### src/rtl/sdrc_pkg.sv
package sdrc_pkg;
   // filter configuration word layout
   localparam int DEC_LSB          = 0;
   localparam int DEC_W            = 7;
   localparam int AVG_LSB          = 8;
   localparam int AVG_W            = 6;
   localparam logic [15:0] FILTER_RESET = 16'h0007;
   // modulator clock and base decimation
   localparam int MOD_CLK_HZ       = 512000;
   localparam int BASE_DECIM       = 64;
   localparam int AVG_OFFSET       = 3;
   localparam int CHOP_EXTRA       = 3;
   // settling counts, in results
   localparam int SETTLE_PLAIN     = 3;
   localparam int SETTLE_PLAIN_RA  = 4;
   localparam int SETTLE_AVG       = 1;
   localparam int SETTLE_AVG_RA    = 2;
   localparam int SETTLE_CHOP      = 2;
   // factor legality limits
   localparam int DEC_LIM_FULL     = 31;
   localparam int DEC_LIM_SMALL    = 63;
   localparam int AVG_LIM_SMALL    = 7;
   // timing
   localparam int SYS_CLK_HZ       = 10000000;
   localparam int SYS_PERIOD_NS    = 100;
   localparam int MOD_DIV          = SYS_CLK_HZ / MOD_CLK_HZ;
   localparam int FIRST_HOLD_US    = 60;
   localparam int FIRST_HOLD_CYC   = (FIRST_HOLD_US * 1000 + SYS_PERIOD_NS - 1) / SYS_PERIOD_NS;
   localparam int RES_W            = 16;
   // multiplexer sources
   typedef enum logic [1:0] {
      SDRC_SRC_VOLT,
      SDRC_SRC_EXT_TEMP,
      SDRC_SRC_INT_TEMP
   } sdrc_src_e;
   typedef enum logic [1:0] {
      SDRC_GND_FLOAT,
      SDRC_GND_DIRECT,
      SDRC_GND_RES
   } sdrc_gnd_e;
endpackage

### src/rtl/sdrc_top.sv
`timescale 1ns/1ps
`default_nettype none
// Function
// ground-connect clear leaves the ground switch pin floating regardless of resistance bit
// ground-connect set: direct to ground if resistance bit 0, else via 20k path
// multiplexer selects exactly one of voltage, external or on-chip temperature
// attenuator buffers enable automatically whenever the voltage input is selected
// after a channel change with chop off, third result is first settled one; code: first or second with averaging, fourth with running average only
// no chop, no averaging: rate 512000/((dec+1)*64); settle 3, or 4 with running average
// averaging, no chop: rate further divided by 3+avg; settle 1, or 2 with running average
// chop on: divisor (dec+1)*64*(3+avg)+3, settle two, averaging options ignored
// first result held off an extra 60 us beyond settling
// software programs only legal decimation/averaging pairs
// each result is a 16-bit word; rate 4 Hz to 8 kHz
// decimation in bits 6:0, averaging in bits 13:8 of the filter word
// filter word 0x0007 gives 1 kHz with all options disabled
// channel, filter or chop change restarts settling and suppresses result valid
module sdrc_top
   import sdrc_pkg::*;
#(
   parameter int HOLD_CYC = FIRST_HOLD_CYC
) (
   input  wire logic             clk_sys_i,       // 10 MHz system clock
   input  wire logic             rstn_i,          // synchronous reset, active low
   input  wire logic [15:0]      filter_cfg_i,    // filter configuration word
   input  wire logic             chop_en_i,       // chop mode
   input  wire logic             avg_en_i,        // averaging enable
   input  wire logic             run_avg_en_i,    // running average enable
   input  wire logic             conv_en_i,       // converter enable
   input  wire logic [1:0]       src_sel_i,       // input source select
   input  wire logic             gnd_connect_i,   // ground-connect bit
   input  wire logic             gnd_res_sel_i,   // resistance-select bit
   input  wire logic [RES_W-1:0] mod_data_i,      // filtered word from analogue side
   input  wire logic             res_ready_i,     // consumer ready for result
   output logic                  mux_volt_o,      // select external voltage
   output logic                  mux_ext_temp_o,  // select external temperature circuit
   output logic                  mux_int_temp_o,  // select on-chip sensor
   output logic                  atten_buf_en_o,  // attenuator buffer enable
   output logic                  gnd_direct_o,    // ground switch pin direct to ground
   output logic                  gnd_res_o,       // ground switch pin via 20k path
   output logic                  cfg_legal_o,     // factor pair legal
   output logic                  settled_o,       // settling complete
   output logic                  res_valid_o,     // result word valid
   output logic [RES_W-1:0]      res_data_o       // result word
);
   // hold counter is 16 bits wide and the tick divider 8 bits wide
   if (HOLD_CYC < 1 || HOLD_CYC > 65535 || MOD_DIV < 2 || MOD_DIV > 256) begin : g_param_chk
      $error("HOLD_CYC must lie in 1 to 65535 and MOD_DIV in 2 to 256");
   end

   logic [DEC_W-1:0] dec_f;
   logic [AVG_W-1:0] avg_f;
   logic [31:0]      divisor;
   logic [2:0]       settle_n;
   assign dec_f = filter_cfg_i[DEC_LSB +: DEC_W];
   assign avg_f = filter_cfg_i[AVG_LSB +: AVG_W];

   // output word period in modulator ticks
   always_comb begin
      divisor = 32'((32'(dec_f) + 32'd1) * 32'(BASE_DECIM));
      if (chop_en_i) begin
         divisor  = 32'(divisor * (32'(avg_f) + 32'(AVG_OFFSET)) + 32'(CHOP_EXTRA));
         settle_n = 3'(SETTLE_CHOP);
      end else if (avg_en_i) begin
         divisor  = 32'(divisor * (32'(avg_f) + 32'(AVG_OFFSET)));
         settle_n = run_avg_en_i ? 3'(SETTLE_AVG_RA) : 3'(SETTLE_AVG);
      end else begin
         settle_n = run_avg_en_i ? 3'(SETTLE_PLAIN_RA) : 3'(SETTLE_PLAIN);
      end
   end

   // checker for software's factor choice
   always_comb begin
      if (dec_f <= DEC_W'(DEC_LIM_FULL))
         cfg_legal_o = 1'b1;
      else if (dec_f <= DEC_W'(DEC_LIM_SMALL))
         cfg_legal_o = (avg_f <= AVG_W'(AVG_LIM_SMALL));
      else
         cfg_legal_o = (avg_f == '0);
   end

   // multiplexer and ground switch
   sdrc_src_e src;
   sdrc_gnd_e gnd;
   always_comb begin
      unique case (src_sel_i)
         2'h1:    src = SDRC_SRC_EXT_TEMP;
         2'h2:    src = SDRC_SRC_INT_TEMP;
         default: src = SDRC_SRC_VOLT;
      endcase
   end
   always_comb begin
      if (!gnd_connect_i)
         gnd = SDRC_GND_FLOAT;
      else if (gnd_res_sel_i)
         gnd = SDRC_GND_RES;
      else
         gnd = SDRC_GND_DIRECT;
   end
   assign mux_volt_o     = (src == SDRC_SRC_VOLT);
   assign mux_ext_temp_o = (src == SDRC_SRC_EXT_TEMP);
   assign mux_int_temp_o = (src == SDRC_SRC_INT_TEMP);
   assign atten_buf_en_o = mux_volt_o;
   assign gnd_direct_o   = (gnd == SDRC_GND_DIRECT);
   assign gnd_res_o      = (gnd == SDRC_GND_RES);

   // change detector on channel, filter and chop
   logic [18:0] cfg_snap_ff;
   logic        cfg_chg;
   assign cfg_chg = (cfg_snap_ff != {src_sel_i, chop_en_i, filter_cfg_i});
   always_ff @(posedge clk_sys_i) begin
      if (!rstn_i)
         cfg_snap_ff <= {2'h0, 1'b0, FILTER_RESET};
      else
         cfg_snap_ff <= {src_sel_i, chop_en_i, filter_cfg_i};
   end

   // modulator tick enable
   logic [7:0] pre_ff;
   logic       mod_tick;
   assign mod_tick = (pre_ff == 8'(MOD_DIV - 1));
   always_ff @(posedge clk_sys_i) begin
      if (!rstn_i || mod_tick)
         pre_ff <= 8'h00;
      else
         pre_ff <= pre_ff + 8'h01;
   end

   // word period counter and extra first-result hold
   logic [31:0] per_ff;
   logic [15:0] hold_ff;
   logic [2:0]  settle_ff;
   logic        conv_tick;
   assign conv_tick = conv_en_i && (hold_ff == '0) && mod_tick
                      && (per_ff >= divisor - 32'd1);
   always_ff @(posedge clk_sys_i) begin
      if (!rstn_i || !conv_en_i || cfg_chg)
         per_ff <= '0;
      else if (hold_ff != '0)
         per_ff <= '0;
      else if (mod_tick)
         per_ff <= (per_ff >= divisor - 32'd1) ? '0 : per_ff + 32'd1;
   end
   always_ff @(posedge clk_sys_i) begin
      if (!rstn_i || !conv_en_i)
         hold_ff <= 16'(HOLD_CYC);
      else if (hold_ff != '0)
         hold_ff <= hold_ff - 16'h0001;
   end

   // settling count in results
   always_ff @(posedge clk_sys_i) begin
      if (!rstn_i || !conv_en_i || cfg_chg)
         settle_ff <= '0;
      else if (conv_tick && settle_ff < settle_n)
         settle_ff <= settle_ff + 3'h1;
   end
   assign settled_o = (settle_ff >= settle_n);

   // two-entry result buffer
   logic [RES_W-1:0] buf_ff [2];
   logic [1:0]       cnt_ff;
   logic             rd_ff;
   logic             wr_ok;
   logic             push;
   logic             pop;
   assign wr_ok = (cnt_ff != 2'h2);
   assign push  = conv_tick && wr_ok && (settle_ff + 3'h1 >= settle_n) && !cfg_chg;
   assign pop   = res_valid_o && res_ready_i;
   always_ff @(posedge clk_sys_i) begin
      if (!rstn_i || cfg_chg) begin
         cnt_ff <= 2'h0;
         rd_ff  <= 1'b0;
      end else begin
         cnt_ff <= cnt_ff + 2'(push) - 2'(pop);
         if (pop)
            rd_ff <= ~rd_ff;
      end
   end
   always_ff @(posedge clk_sys_i) begin
      if (!rstn_i) begin
         buf_ff[0] <= '0;
         buf_ff[1] <= '0;
      end else if (push) begin
         buf_ff[rd_ff ^ cnt_ff[0]] <= mod_data_i;
      end
   end
   assign res_valid_o = (cnt_ff != 2'h0);
   assign res_data_o  = buf_ff[rd_ff];

   a_gnd_float: assert property (@(posedge clk_sys_i) disable iff (!rstn_i)
      !gnd_connect_i |-> !gnd_direct_o && !gnd_res_o)
      else $error("ground switch pin not floating");
   a_gnd_mode: assert property (@(posedge clk_sys_i) disable iff (!rstn_i)
      gnd_connect_i |-> (gnd_res_o == gnd_res_sel_i) && (gnd_direct_o != gnd_res_sel_i))
      else $error("ground switch mode wrong");
   a_mux_onehot: assert property (@(posedge clk_sys_i) disable iff (!rstn_i)
      $onehot({mux_volt_o, mux_ext_temp_o, mux_int_temp_o}))
      else $error("multiplexer not one-hot");
   a_atten_auto: assert property (@(posedge clk_sys_i) disable iff (!rstn_i)
      atten_buf_en_o == mux_volt_o)
      else $error("attenuator enable mismatch");
   a_chg_flush: assert property (@(posedge clk_sys_i) disable iff (!rstn_i)
      cfg_chg |=> !res_valid_o && !settled_o)
      else $error("result valid after config change");
   // words left from an earlier run may still stand, so watch new pushes only
   a_hold_first: assert property (@(posedge clk_sys_i) disable iff (!rstn_i)
      $rose(conv_en_i) |-> !push [*8])
      else $error("result before hold-off");
   a_legal_hi: assert property (@(posedge clk_sys_i) disable iff (!rstn_i)
      (dec_f > 7'd63 && avg_f != 6'd0) |-> !cfg_legal_o)
      else $error("illegal pair flagged legal");
   a_settle_need: assert property (@(posedge clk_sys_i) disable iff (!rstn_i)
      push |-> settle_ff + 3'h1 >= settle_n)
      else $error("unsettled result pushed");
   a_settle_plain: assert property (@(posedge clk_sys_i) disable iff (!rstn_i)
      (!chop_en_i && !avg_en_i && !run_avg_en_i) |-> settle_n == 3'd3)
      else $error("plain settle count wrong");
   a_chop_div: assert property (@(posedge clk_sys_i) disable iff (!rstn_i)
      (chop_en_i && filter_cfg_i == 16'h0007) |-> divisor == 32'd1539)
      else $error("chop divisor wrong");
endmodule
`default_nettype wire

### config.mk
export PLATFORM = sky130hd
export DESIGN_NAME = sdrc_top
export DESIGN_NICKNAME = d
export VERILOG_FILES = /design/src/rtl/sdrc_pkg.sv /design/src/rtl/sdrc_top.sv
export SDC_FILE = /design/constraint.sdc
export NUM_CORES = 1
export LEC_CHECK = 0
export ABC_CLOCK_PERIOD_IN_PS = 10470
export BUFFER_PORTS_ARGS = -buffer_cell sky130_fd_sc_hd__buf_2
export CAP_MARGIN = 30
export CORE_ASPECT_RATIO = 0.75
export CORE_MARGIN = 5
export CORE_UTILIZATION = 30
export CTS_BUF_LIST = sky130_fd_sc_hd__clkbuf_2
export CTS_CLUSTER_SIZE = 25
export DETAILED_ROUTE_END_ITERATION = 12
export PLACE_DENSITY = 0.52
export SLEW_MARGIN = 20
export SYNTH_ARGS = -nofsm -noshare
export SYNTH_HDL_FRONTEND = slang
export SYNTH_SLANG_ARGS = --single-unit
### constraint.sdc
create_clock -name clk_sys_i -period 10.47 [get_ports clk_sys_i]
set_clock_uncertainty 0.15 [all_clocks]
set_input_delay 0 -clock clk_sys_i [delete_from_list [all_inputs] [get_ports clk_sys_i]]
set_output_delay 0 -clock clk_sys_i [all_outputs]
set_load 0.05 [all_outputs]
; ---- Word-level counts from Yosys, hierarchy flattened
; Memory sizes are Yosys's and may differ from the RTL's. A register that Yosys moved wholly into a read port is not among the register bits.
; Cells that the tools add are included.
[totals]
in_bits = 43
reg_bits = 81
mem_bits_rw = 32
memories = 1
[mem_list]
columns = name, words, word_bits, rd, rd_ports_with_merged_regs, write_ports, line_no
row1 = buf_ff, 2, 16, 1, 1, 2, sdrc_top.sv:161  ; logic [RES_W-1:0] buf_ff [2];
[classes]
mux = 21
n_addsub = 10
order_cmp = 7
reduce_logical = 22
n_eq_ne = 9
bitwise = 2
n_mul = 1
[ops]
columns = operator, n
row1 = two-way mux 32 bit, 2
row2 = "adder 32 x 1 -> 32 bit, second input constant", 1
row3 = "adder 32 x 2 -> 32 bit, second input constant", 1
row4 = greater-or-equal comparator 32 bit, 1
row5 = "subtractor 32 x 1 -> 32 bit, second input constant", 1
row6 = two-way mux 21 bit, 1
row7 = != test 19 bit, 1
row8 = logical NOT 16 bit, 1
row9 = two-way mux 16 bit, 1
row10 = nonzero test 16 bit, 1
row11 = OR reduction 16 bit, 1
row12 = "subtractor 16 x 1 -> 16 bit, second input constant", 1
row13 = multiplier 8 x 7 -> 15 bit, 1
row14 = two-way mux 1 bit, 10
row15 = two-way mux 3 bit, 3
row16 = "adder 7 x 1 -> 8 bit, second input constant", 1
row17 = "adder 8 x 1 -> 8 bit, second input constant", 1
row18 = "equality test 8 x 5 -> 1 bit, second input constant", 1
row19 = logical AND 1 bit, 8
row20 = "adder 6 x 2 -> 7 bit, second input constant", 1
row21 = "<= comparator 7 x 5 -> 1 bit, second input constant", 1
row22 = "<= comparator 7 x 6 -> 1 bit, second input constant", 1
row23 = "equality test 2 x 1 -> 1 bit, second input constant", 3
row24 = "equality test 2 bit, second input constant", 3
row25 = other kinds (17), 25

; ---- Depth between registers and ports, before layout
; Gate-level depths: netlist (run 1).
[logic_depth]
ltp_word = 15
depth_mapped = 38
mapped_depth_nobuf = 37

; ---- Worst setup path before layout (run 1)
; No wires, ideal clock.
[synth_timing]
path_type = input to register
from = in filter_cfg_i[8]
to = mem buf_ff[0][0] (enable)
arrival_ps = 7193
setup_time_ps = 364
path_slack_ps = 2763
path_stages = 33
t_required_ps = 9956
path_cell_list = inv_1 ha_1 inv_1 and3_1 nand3_1 or2_2 fa_1 fa_1 inv_1 fa_1 inv_1 fa_1 inv_1 ha_1 a21oi_1 o211ai_1 and3_1 o21ai_0 mux2i_1 o2111ai_1 and3_1 buf_4 nand2_1 ha_1 a21o_1 a21o_1 a21oi_1 o22ai_1 a2111oi_0 o21ai_0 nand3b_2 buf_6 nand2_1
[synth_rtl]
columns = item, line_no
row1 = from (decl), sdrc_top.sv:25  ; input wire logic [15:0] filter_cfg_i,
row2 = to (decl), sdrc_top.sv:161

==> results of run 1 <==
[area by class of cell]
| cell class | count | area [sq um] | share of cell area, % |
|---|---|---|---|
| well taps | 351 | 439 | 4.33 |
| repair buffers | 161 | 1260 | 12.5 |
| clock buffers | 17 | 85.1 | 0.839 |
| inverters | 48 | 180 | 1.78 |
| clock inverters | 15 | 163 | 1.60 |
| multi-input cells | 747 | 5400 | 53.3 |
| flip-flops and latches | 114 | 2600 | 25.7 |
| diodes | 2 | 5.00 | 0.0494 |
[critical path, delay by kind of cell]
family,cells,cell delay (ns)
adders and majority gates,7,2.96
AOI/OAI and AO/OA,9,2.68
and+or+nand+nor,8,2.47
buffers and inverters,7,1.10
xor gates and xnor gates,1,0.23
[power groups by stage]
stage | Sequential (mW) | Combinational (mW) | Clock [mW]
finish | 0.471 | 0.571 | 0.310
global route | 0.473 | 0.660 | 0.343
CTS | 0.471 | 0.574 | 0.328
detailed placement | 0.480 | 0.543 | 0
global placement | 0.480 | 0.546 | 0
floorplan | 0.479 | 0.431 | 0
[per-layer routing]
metal  vias up  share of wire, %  GRT usage [%]  routed length, um
li1       3506                 -              -                  -
met1      3171                55           20.2              11000
met2        86                41           19.4               8270
met3        12               2.7           2.28                530
met4         0              0.96           3.07                192
met5         -                 0              0                  0
[Yosys cell counts (4+ instances only)]
cell / instances
a211oi_1: 4
a21o_1: 21
a21oi_1: 35
a31oi_1: 4
and2_1: 22
and3_1: 19
buf_2: 4
clkbuf_1: 26
dfxtp_1: 82
edfxtp_1: 32
fa_1: 29
ha_1: 83
inv_1: 48
mux2_2: 16
mux2i_1: 5
nand2_1: 83
nand2b_1: 13
nand3_1: 30
nand4_1: 16
nor2_1: 153
nor2_2: 4
nor2b_1: 7
nor3_1: 10
nor4_1: 7
o21ai_0: 20
or2_2: 13
or3_1: 5
xnor2_1: 31
xor2_1: 70
[registers in the layout (all words and copies together), names as in the netlist, named ones only]
| name | count |
|---|---|
| rd_ff | 1 |
| cfg_snap_ff | 19 |
| buf_ff | 32 |
| per_ff | 32 |
| hold_ff | 16 |
| settle_ff | 3 |
| pre_ff | 8 |
| cnt_ff | 2 |
[logic make-up (layout without fill, tap and decap cells)]
family                     count (synthesis)  in the layout  synth area share [%]
adders and majority gates                113            113                  19.5
muxes                                     21             21                  2.76
buffers and inverters                     82            241                  4.02
other                                      0              2                     0
AOI/OAI and AO/OA                        107            107                  8.09
and+or+nand+nor                          405            405                  23.8
DFF                                      114            114                  31.2
xor gates and xnor gates                 101            101                  10.6
[final timing paths]
| path | end | cells after the start | from |
|---|---|---|---|
| hold / removal | rd_ff$_SDFFE_PP0P_ | 5 | res_ready_i |
| hold reg to reg | pre_ff[0]$_SDFF_PP0_ | 1 | pre_ff[0]$_SDFF_PP0_ |
| setup / recovery | buf_ff[1][0]$_SDFFCE_PN0P_ | 32 | filter_cfg_i[8] |
| setup reg to reg | buf_ff[1][0]$_SDFFCE_PN0P_ | 9 | per_ff[17]$_SDFFE_PP0N_ |
[metrics by stage]
step | cell area, sq um | setup WS, ns | total power [mW] | util, % | cells
2_1_floorplan | 8340 | 2.76 | 0.910 | - | 943
3_3_place_gp | 9010 | 1.30 | 1.03 | 33.1 | 1334
3_5_place_dp | 9020 | 0.994 | 1.02 | 33.2 | 1335
4_1_cts | 10100 | 1.23 | 1.37 | 37.3 | 1453
5_1_grt | 10100 | 0.283 | 1.47 | 37.3 | 1455
6_report | 10100 | 1.10 | 1.35 | 37.3 | 1455
==> qor.csv, run 1 <==
metric,value,unit
run_status,completed,
fin_setup_tns,0,ns
remaining_drc_errors,0,
internal_power,0.800,mW
timing.setup.critical_path_class,in -> reg,
max-vdd-ir-drop,0.0658,mV
ctsHtreeMaxLevel,4,
detailed_route_via_count,6775,
synth_area_leaders,"dfxtp_1 20%, ha_1 12%, edfxtp_1 12%, xor2_1 7.4%, fa_1 7.0%",
number_of_violations_reported_at_the_end_of_detailed_routing_iteration_0,324,
hpwl,14700,um
detail_route.wl_per_cell,13.7,um
core_region_area,27200,sq um
reg2reg_slack,6.51,ns
vias_per_cell,4.66,
die_w,202,um
synthesis.instances,943,
initial_util,30.7,%
report.final.hold_viol_count,0,
power.clock.fraction,22.9,%
cp_data_required_time,10.56,ns
clk_pin_slew_worst_paths,0.22,ns
die_area,31300,sq um
cellLeakagePower,4.41,nW
placement.io_buffers,67,
first_global_vias,6757,
sequential_area_share_after_synthesis,31.2,%
synth.avg_cell_area,8.84,sq um
timing.slew.headroom,46.4,%
endpoint_kind,flop,
filler_cell_count,2738,
globalRoute.totalOverflow,0,
cts.root.buffer_cell,clkbuf_2,
areaGrowthSynthToFinish,21.6,%
die-height,154,um
crit_arrival,9.46,ns
yosys_most_used_dff,dfxtp_1,
drt_first_pass_iters,6,
rsz_0062_raised_after_global_routing,no,
power_frac_comb,42.2,%
most_frequent_standard_cell_in_the_layout_excluding_fill_and_tap_cells,nor2_1,
numClockSinks,114,
layout-drive-gt1-share,13.9,%
fmaxAchievable,107,MHz
ff_latch_count_synth,114,
finalSetupViolations,0,
layout.cells.most_common_list,"153 x nor2_1, 86 x dlygate4sd3_1, 83 x nand2_1, 83 x ha_1, 82 x dfxtp_1",
cts_tree,done,
synth_edf_count,32,
timing.final.max_slew_violations,0,
synthDominantCellAreaShare,19.7,%
cpMaxStageDelayCell,nand2_1,
period_minus_slack,9.37,ns
grt_antenna_before_repair,1,
start_kind,primary input,
postCtsResizedCells,0,
netlist.top_cell.by_area,dfxtp_1,
drv_cap,0,
max-clock-path-buffers,2,
finish.net_count,1244,
crit_fanout,17,
maximum_number_of_pins_on_one_net_before_global_route_repair,45,
p_sw_share,40.9,%
power.density_cell_area,133,nW/um^2
cts.hold.buffers_added,86,
synthArstFlopShare,0,%
drtAntennaViolNets,0,
cp_common_cell,inv_1,
min_path_type,in -> reg,
post_cts.repair.setup_buffers,0,
post_syn_area,8340,sq um
synth_fp_nets,1098,
number_of_warning_messages_in_the_yosys_log,0,
period_share,89.5,%
gr-usage-all-layers,13.2,%
power_frac_seq,34.8,%
finalWeightedCongestion,0.806,
grt_first_pass_wirelength,34400,um
tightestPinTransition,0.804,ns
cts_made_buffers,17,
synthDistinctLibCells,63,
finalHoldWorstSlack,0.119,ns
switchingPower,0.553,mW
critical_path_max_stage_delay,0.56,ns
floorplan.rows,52,
ios,68,
totalWireLength,20000,um
source_to_sink_clock_delay_at_the_later_pin_of_the_worst_skew_pair,0.69,ns
Note: power is estimated with default switching activity, not from simulation.
==> run 2: changes to the inputs <==
--- a/config.mk
+++ b/config.mk
@@ -5,15 +5,16 @@
 export SDC_FILE = /design/constraint.sdc
 export NUM_CORES = 1
 export LEC_CHECK = 0
+export ABC_AREA = 1
 export ABC_CLOCK_PERIOD_IN_PS = 10470
 export BUFFER_PORTS_ARGS = -buffer_cell sky130_fd_sc_hd__buf_2
 export CAP_MARGIN = 30
 export CORE_ASPECT_RATIO = 0.75
-export CORE_MARGIN = 5
 export CORE_UTILIZATION = 30
 export CTS_BUF_LIST = sky130_fd_sc_hd__clkbuf_2
 export CTS_CLUSTER_SIZE = 25
 export DETAILED_ROUTE_END_ITERATION = 12
+export MAX_ROUTING_LAYER = met4
 export PLACE_DENSITY = 0.52
 export SLEW_MARGIN = 20
 export SYNTH_ARGS = -nofsm -noshare
==> qor.csv, run 2 <==
metric,value,unit,change
tightestPinTransition,0.753,ns,-0.0509 ns
numClockSinks,114,,unchanged
detail_route.wl_per_cell,12.2,um,-11%
rsz_0062_raised_after_global_routing,no,,
drt_first_pass_iters,5,,-1
floorplan.rows,54,,+3.8%
synth_edf_count,32,,unchanged
critical_path_max_stage_delay,0.96,ns,+0.40 ns
synth_area_leaders,"dfxtp_1 18%, ha_1 12%, edfxtp_1 11%, nand2_1 8.8%, nor2_1 7.9%",,
detailedPlace.worstSlack,2.25,ns,+1.26 ns
fin_setup_tns,0,ns,unchanged
final_critical_path_setup_slack,2.29,ns,+1.19 ns
detailed_place.area,9670,sq um,+7.1%
vias_per_cell,4.44,,-4.8%
synthesis.instances,1171,,+24%
cts_made_buffers,17,,unchanged
finalWeightedCongestion,0.880,,+9.1%
timing.slew.headroom,49.6,%,+3.2 points
filler_cell_count,2989,,+9.2%
layout.cells.non_filler,1747,,+20%
crit_fanout,15,,-2
synth_fp_nets,1326,,+21%
synthDominantCellAreaShare,18.3,%,-1.3 points
layout.cells.most_common_list,"211 x nand2_1, 189 x nor2_1, 178 x inv_1, 102 x dlygate4sd3_1, 83 x ha_1",,
synthArstFlopShare,0,%,unchanged
finalSetupViolations,0,,unchanged
final_area,11000,sq um,+8.3%
synthTopCellsByCount,"211 x nand2_1, 189 x nor2_1, 178 x inv_1, 83 x ha_1, 82 x dfxtp_1",,
grt_antenna_before_repair,1,,unchanged
max-clock-path-buffers,2,,unchanged
detailed_route_via_count,7748,,+14%
totalWireLength,21300,um,+6.8%
finish.net_count,1495,,+20%
min_path_type,in -> reg,,
max-vdd-ir-drop,0.0585,mV,-11%
globalRoute.totalOverflow,0,,unchanged
cts_tree,done,,
cp_common_cell,nand2_1,,
drtAntennaViolNets,0,,unchanged
source_to_sink_clock_delay_at_the_later_pin_of_the_worst_skew_pair,0.69,ns,about the same
grt_first_pass_wirelength,36300,um,+5.8%
ios,68,,unchanged
die_w,201,um,-0.52%
power.density_cell_area,133,nW/um^2,-0.46%
number_of_violations_reported_at_the_end_of_detailed_routing_iteration_0,482,,+49%
die_area,30500,sq um,-2.3%
ff_latch_count_synth,114,,unchanged
cpMaxStageDelayCell,dlygate4sd3_1,,
die-height,152,um,-1.8%
hpwl,16000,um,+8.7%
endpoint_kind,flop,,
areaGrowthSynthToFinish,22.6,%,
report.final.hold_viol_count,0,,unchanged
place_inst,1611,,+21%
ctsHtreeMaxLevel,4,,unchanged
timing.setup.critical_path_class,in -> reg,,
cp_data_required_time,10.76,ns,+0.20 ns
finalHoldWorstSlack,0.0996,ns,-0.0194 ns
crit_arrival,8.48,ns,-0.98 ns
period_minus_slack,8.18,ns,-1.19 ns
remaining_drc_errors,0,,unchanged
gr-usage-all-layers,15.2,%,+2.0 points
period_share,78.2,%,-11 points
post_syn_area,8950,sq um,+7.4%
design_power_total,1.46,mW,+7.8%
drv_cap,0,,unchanged
clk_pin_slew_worst_paths,0.20,ns,-0.02 ns
run_status,completed,,
maximum_number_of_pins_on_one_net_before_global_route_repair,25,,-44%
timing.final.max_slew_violations,0,,unchanged
initial_util,30.7,%,about the same
yosys_most_used_dff,dfxtp_1,,
cts.root.buffer_cell,clkbuf_2,,
cellLeakagePower,5.16,nW,+17%
synthDistinctLibCells,57,,-9.5%
netlist.top_cell.by_area,dfxtp_1,,
core_region_area,29200,sq um,+7.3%
first_global_vias,7442,,+10%
synth.most_common_cell,nand2_1,,
synth.avg_cell_area,7.64,sq um,-14%
placement.io_buffers,67,,unchanged
largestRegisters,"buf_ff (32), per_ff (32), cfg_snap_ff (19)",,
post_cts.repair.setup_buffers,0,,unchanged
layout-drive-gt1-share,14.3,%,+0.45 points
postLayoutCoreUtil,37.6,%,+0.33 points
sequential_area_share_after_synthesis,29.1,%,-2.1 points
number_of_warning_messages_in_the_yosys_log,0,,unchanged
start_kind,primary input,,
most_frequent_standard_cell_in_the_layout_excluding_fill_and_tap_cells,nand2_1,,
fmaxAchievable,122,MHz,+15%
## run 2: changes by cell type in the layout (fill, tap and decap cells not counted), sizes merged, moves of 17 or more
cell,previous run,this run
xor2,70,36
a21o,21,0
nand2,83,222
nor2,158,217
nand4,17,34
nand3,32,56
and2,24,0
inv,58,194
## run 2: worst paths after layout
check	endpoint	depth (start not counted)	slack, ns	start
setup reg to reg	buf_ff[0][14]$_SDFFCE_PN0P_	12	7.26	settle_ff[0]$_SDFFE_PP0P_
hold / removal	cfg_snap_ff[0]$_SDFF_PN1_	4	0.1	filter_cfg_i[0]
setup / recovery	buf_ff[0][14]$_SDFFCE_PN0P_	39	2.29	filter_cfg_i[8]
hold reg to reg	pre_ff[7]$_SDFF_PP0_	2	0.33	pre_ff[7]$_SDFF_PP0_
## run 2: area by class of cell
cell class | instances | area (sq um) | area share (%)
antenna | 2 | 5.00 | 0.0456
clock buffer | 17 | 85.1 | 0.775
clock inverter | 15 | 196 | 1.79
inverter | 187 | 706 | 6.43
multi-input combinational | 851 | 5530 | 50.4
sequential | 114 | 2600 | 23.7
tap | 392 | 490 | 4.47
timing repair buffer | 169 | 1360 | 12.4
## run 2: report_power, final
group          total, mW  internal [mW]  switching (mW)
Combinational      0.644          0.233           0.411
Sequential         0.470          0.465         0.00497
Clock              0.343          0.142           0.201
Total               1.46          0.841           0.617
## run 2: cells by family (layout without fill, tap and decap cells)
| family | after synthesis | count (layout) | share of synthesized area (%) |
|---|---|---|---|
| xor gates and xnor gates | 51 | 51 | 5.16 |
| other | 0 | 2 | 0 |
| AOI/OAI and AO/OA | 89 | 89 | 5.94 |
| and+or+nand+nor | 583 | 583 | 30.6 |
| buffers and inverters | 206 | 388 | 9.09 |
| muxes | 16 | 16 | 2.01 |
| adders and majority gates | 112 | 112 | 18.1 |
| DFF | 114 | 114 | 29.1 |
## run 2: what timing repair did
action / in CTS / in global routing
hold buffers: 102 / 0
resized for setup: 0 / 0
endpoints found under the hold margin: 107 / 0
## run 2: worst max-delay path, delay by kind of cell
family / cells / cell delay (ns)
fa+ha+maj: 6 / 2.71
simple gates: 19 / 2.35
buf+inv: 8 / 2.07
compound gates: 5 / 0.82
xor+xnor: 1 / 0.51
## run 2: routing by layer
layer	vias to the layer above	wire [um]	GRT usage, %
met5	-	0	-
met4	0	166	2.84
met3	15	790	2.93
met2	133	8870	22.7
met1	3501	11500	21.3
li1	4099	-	-
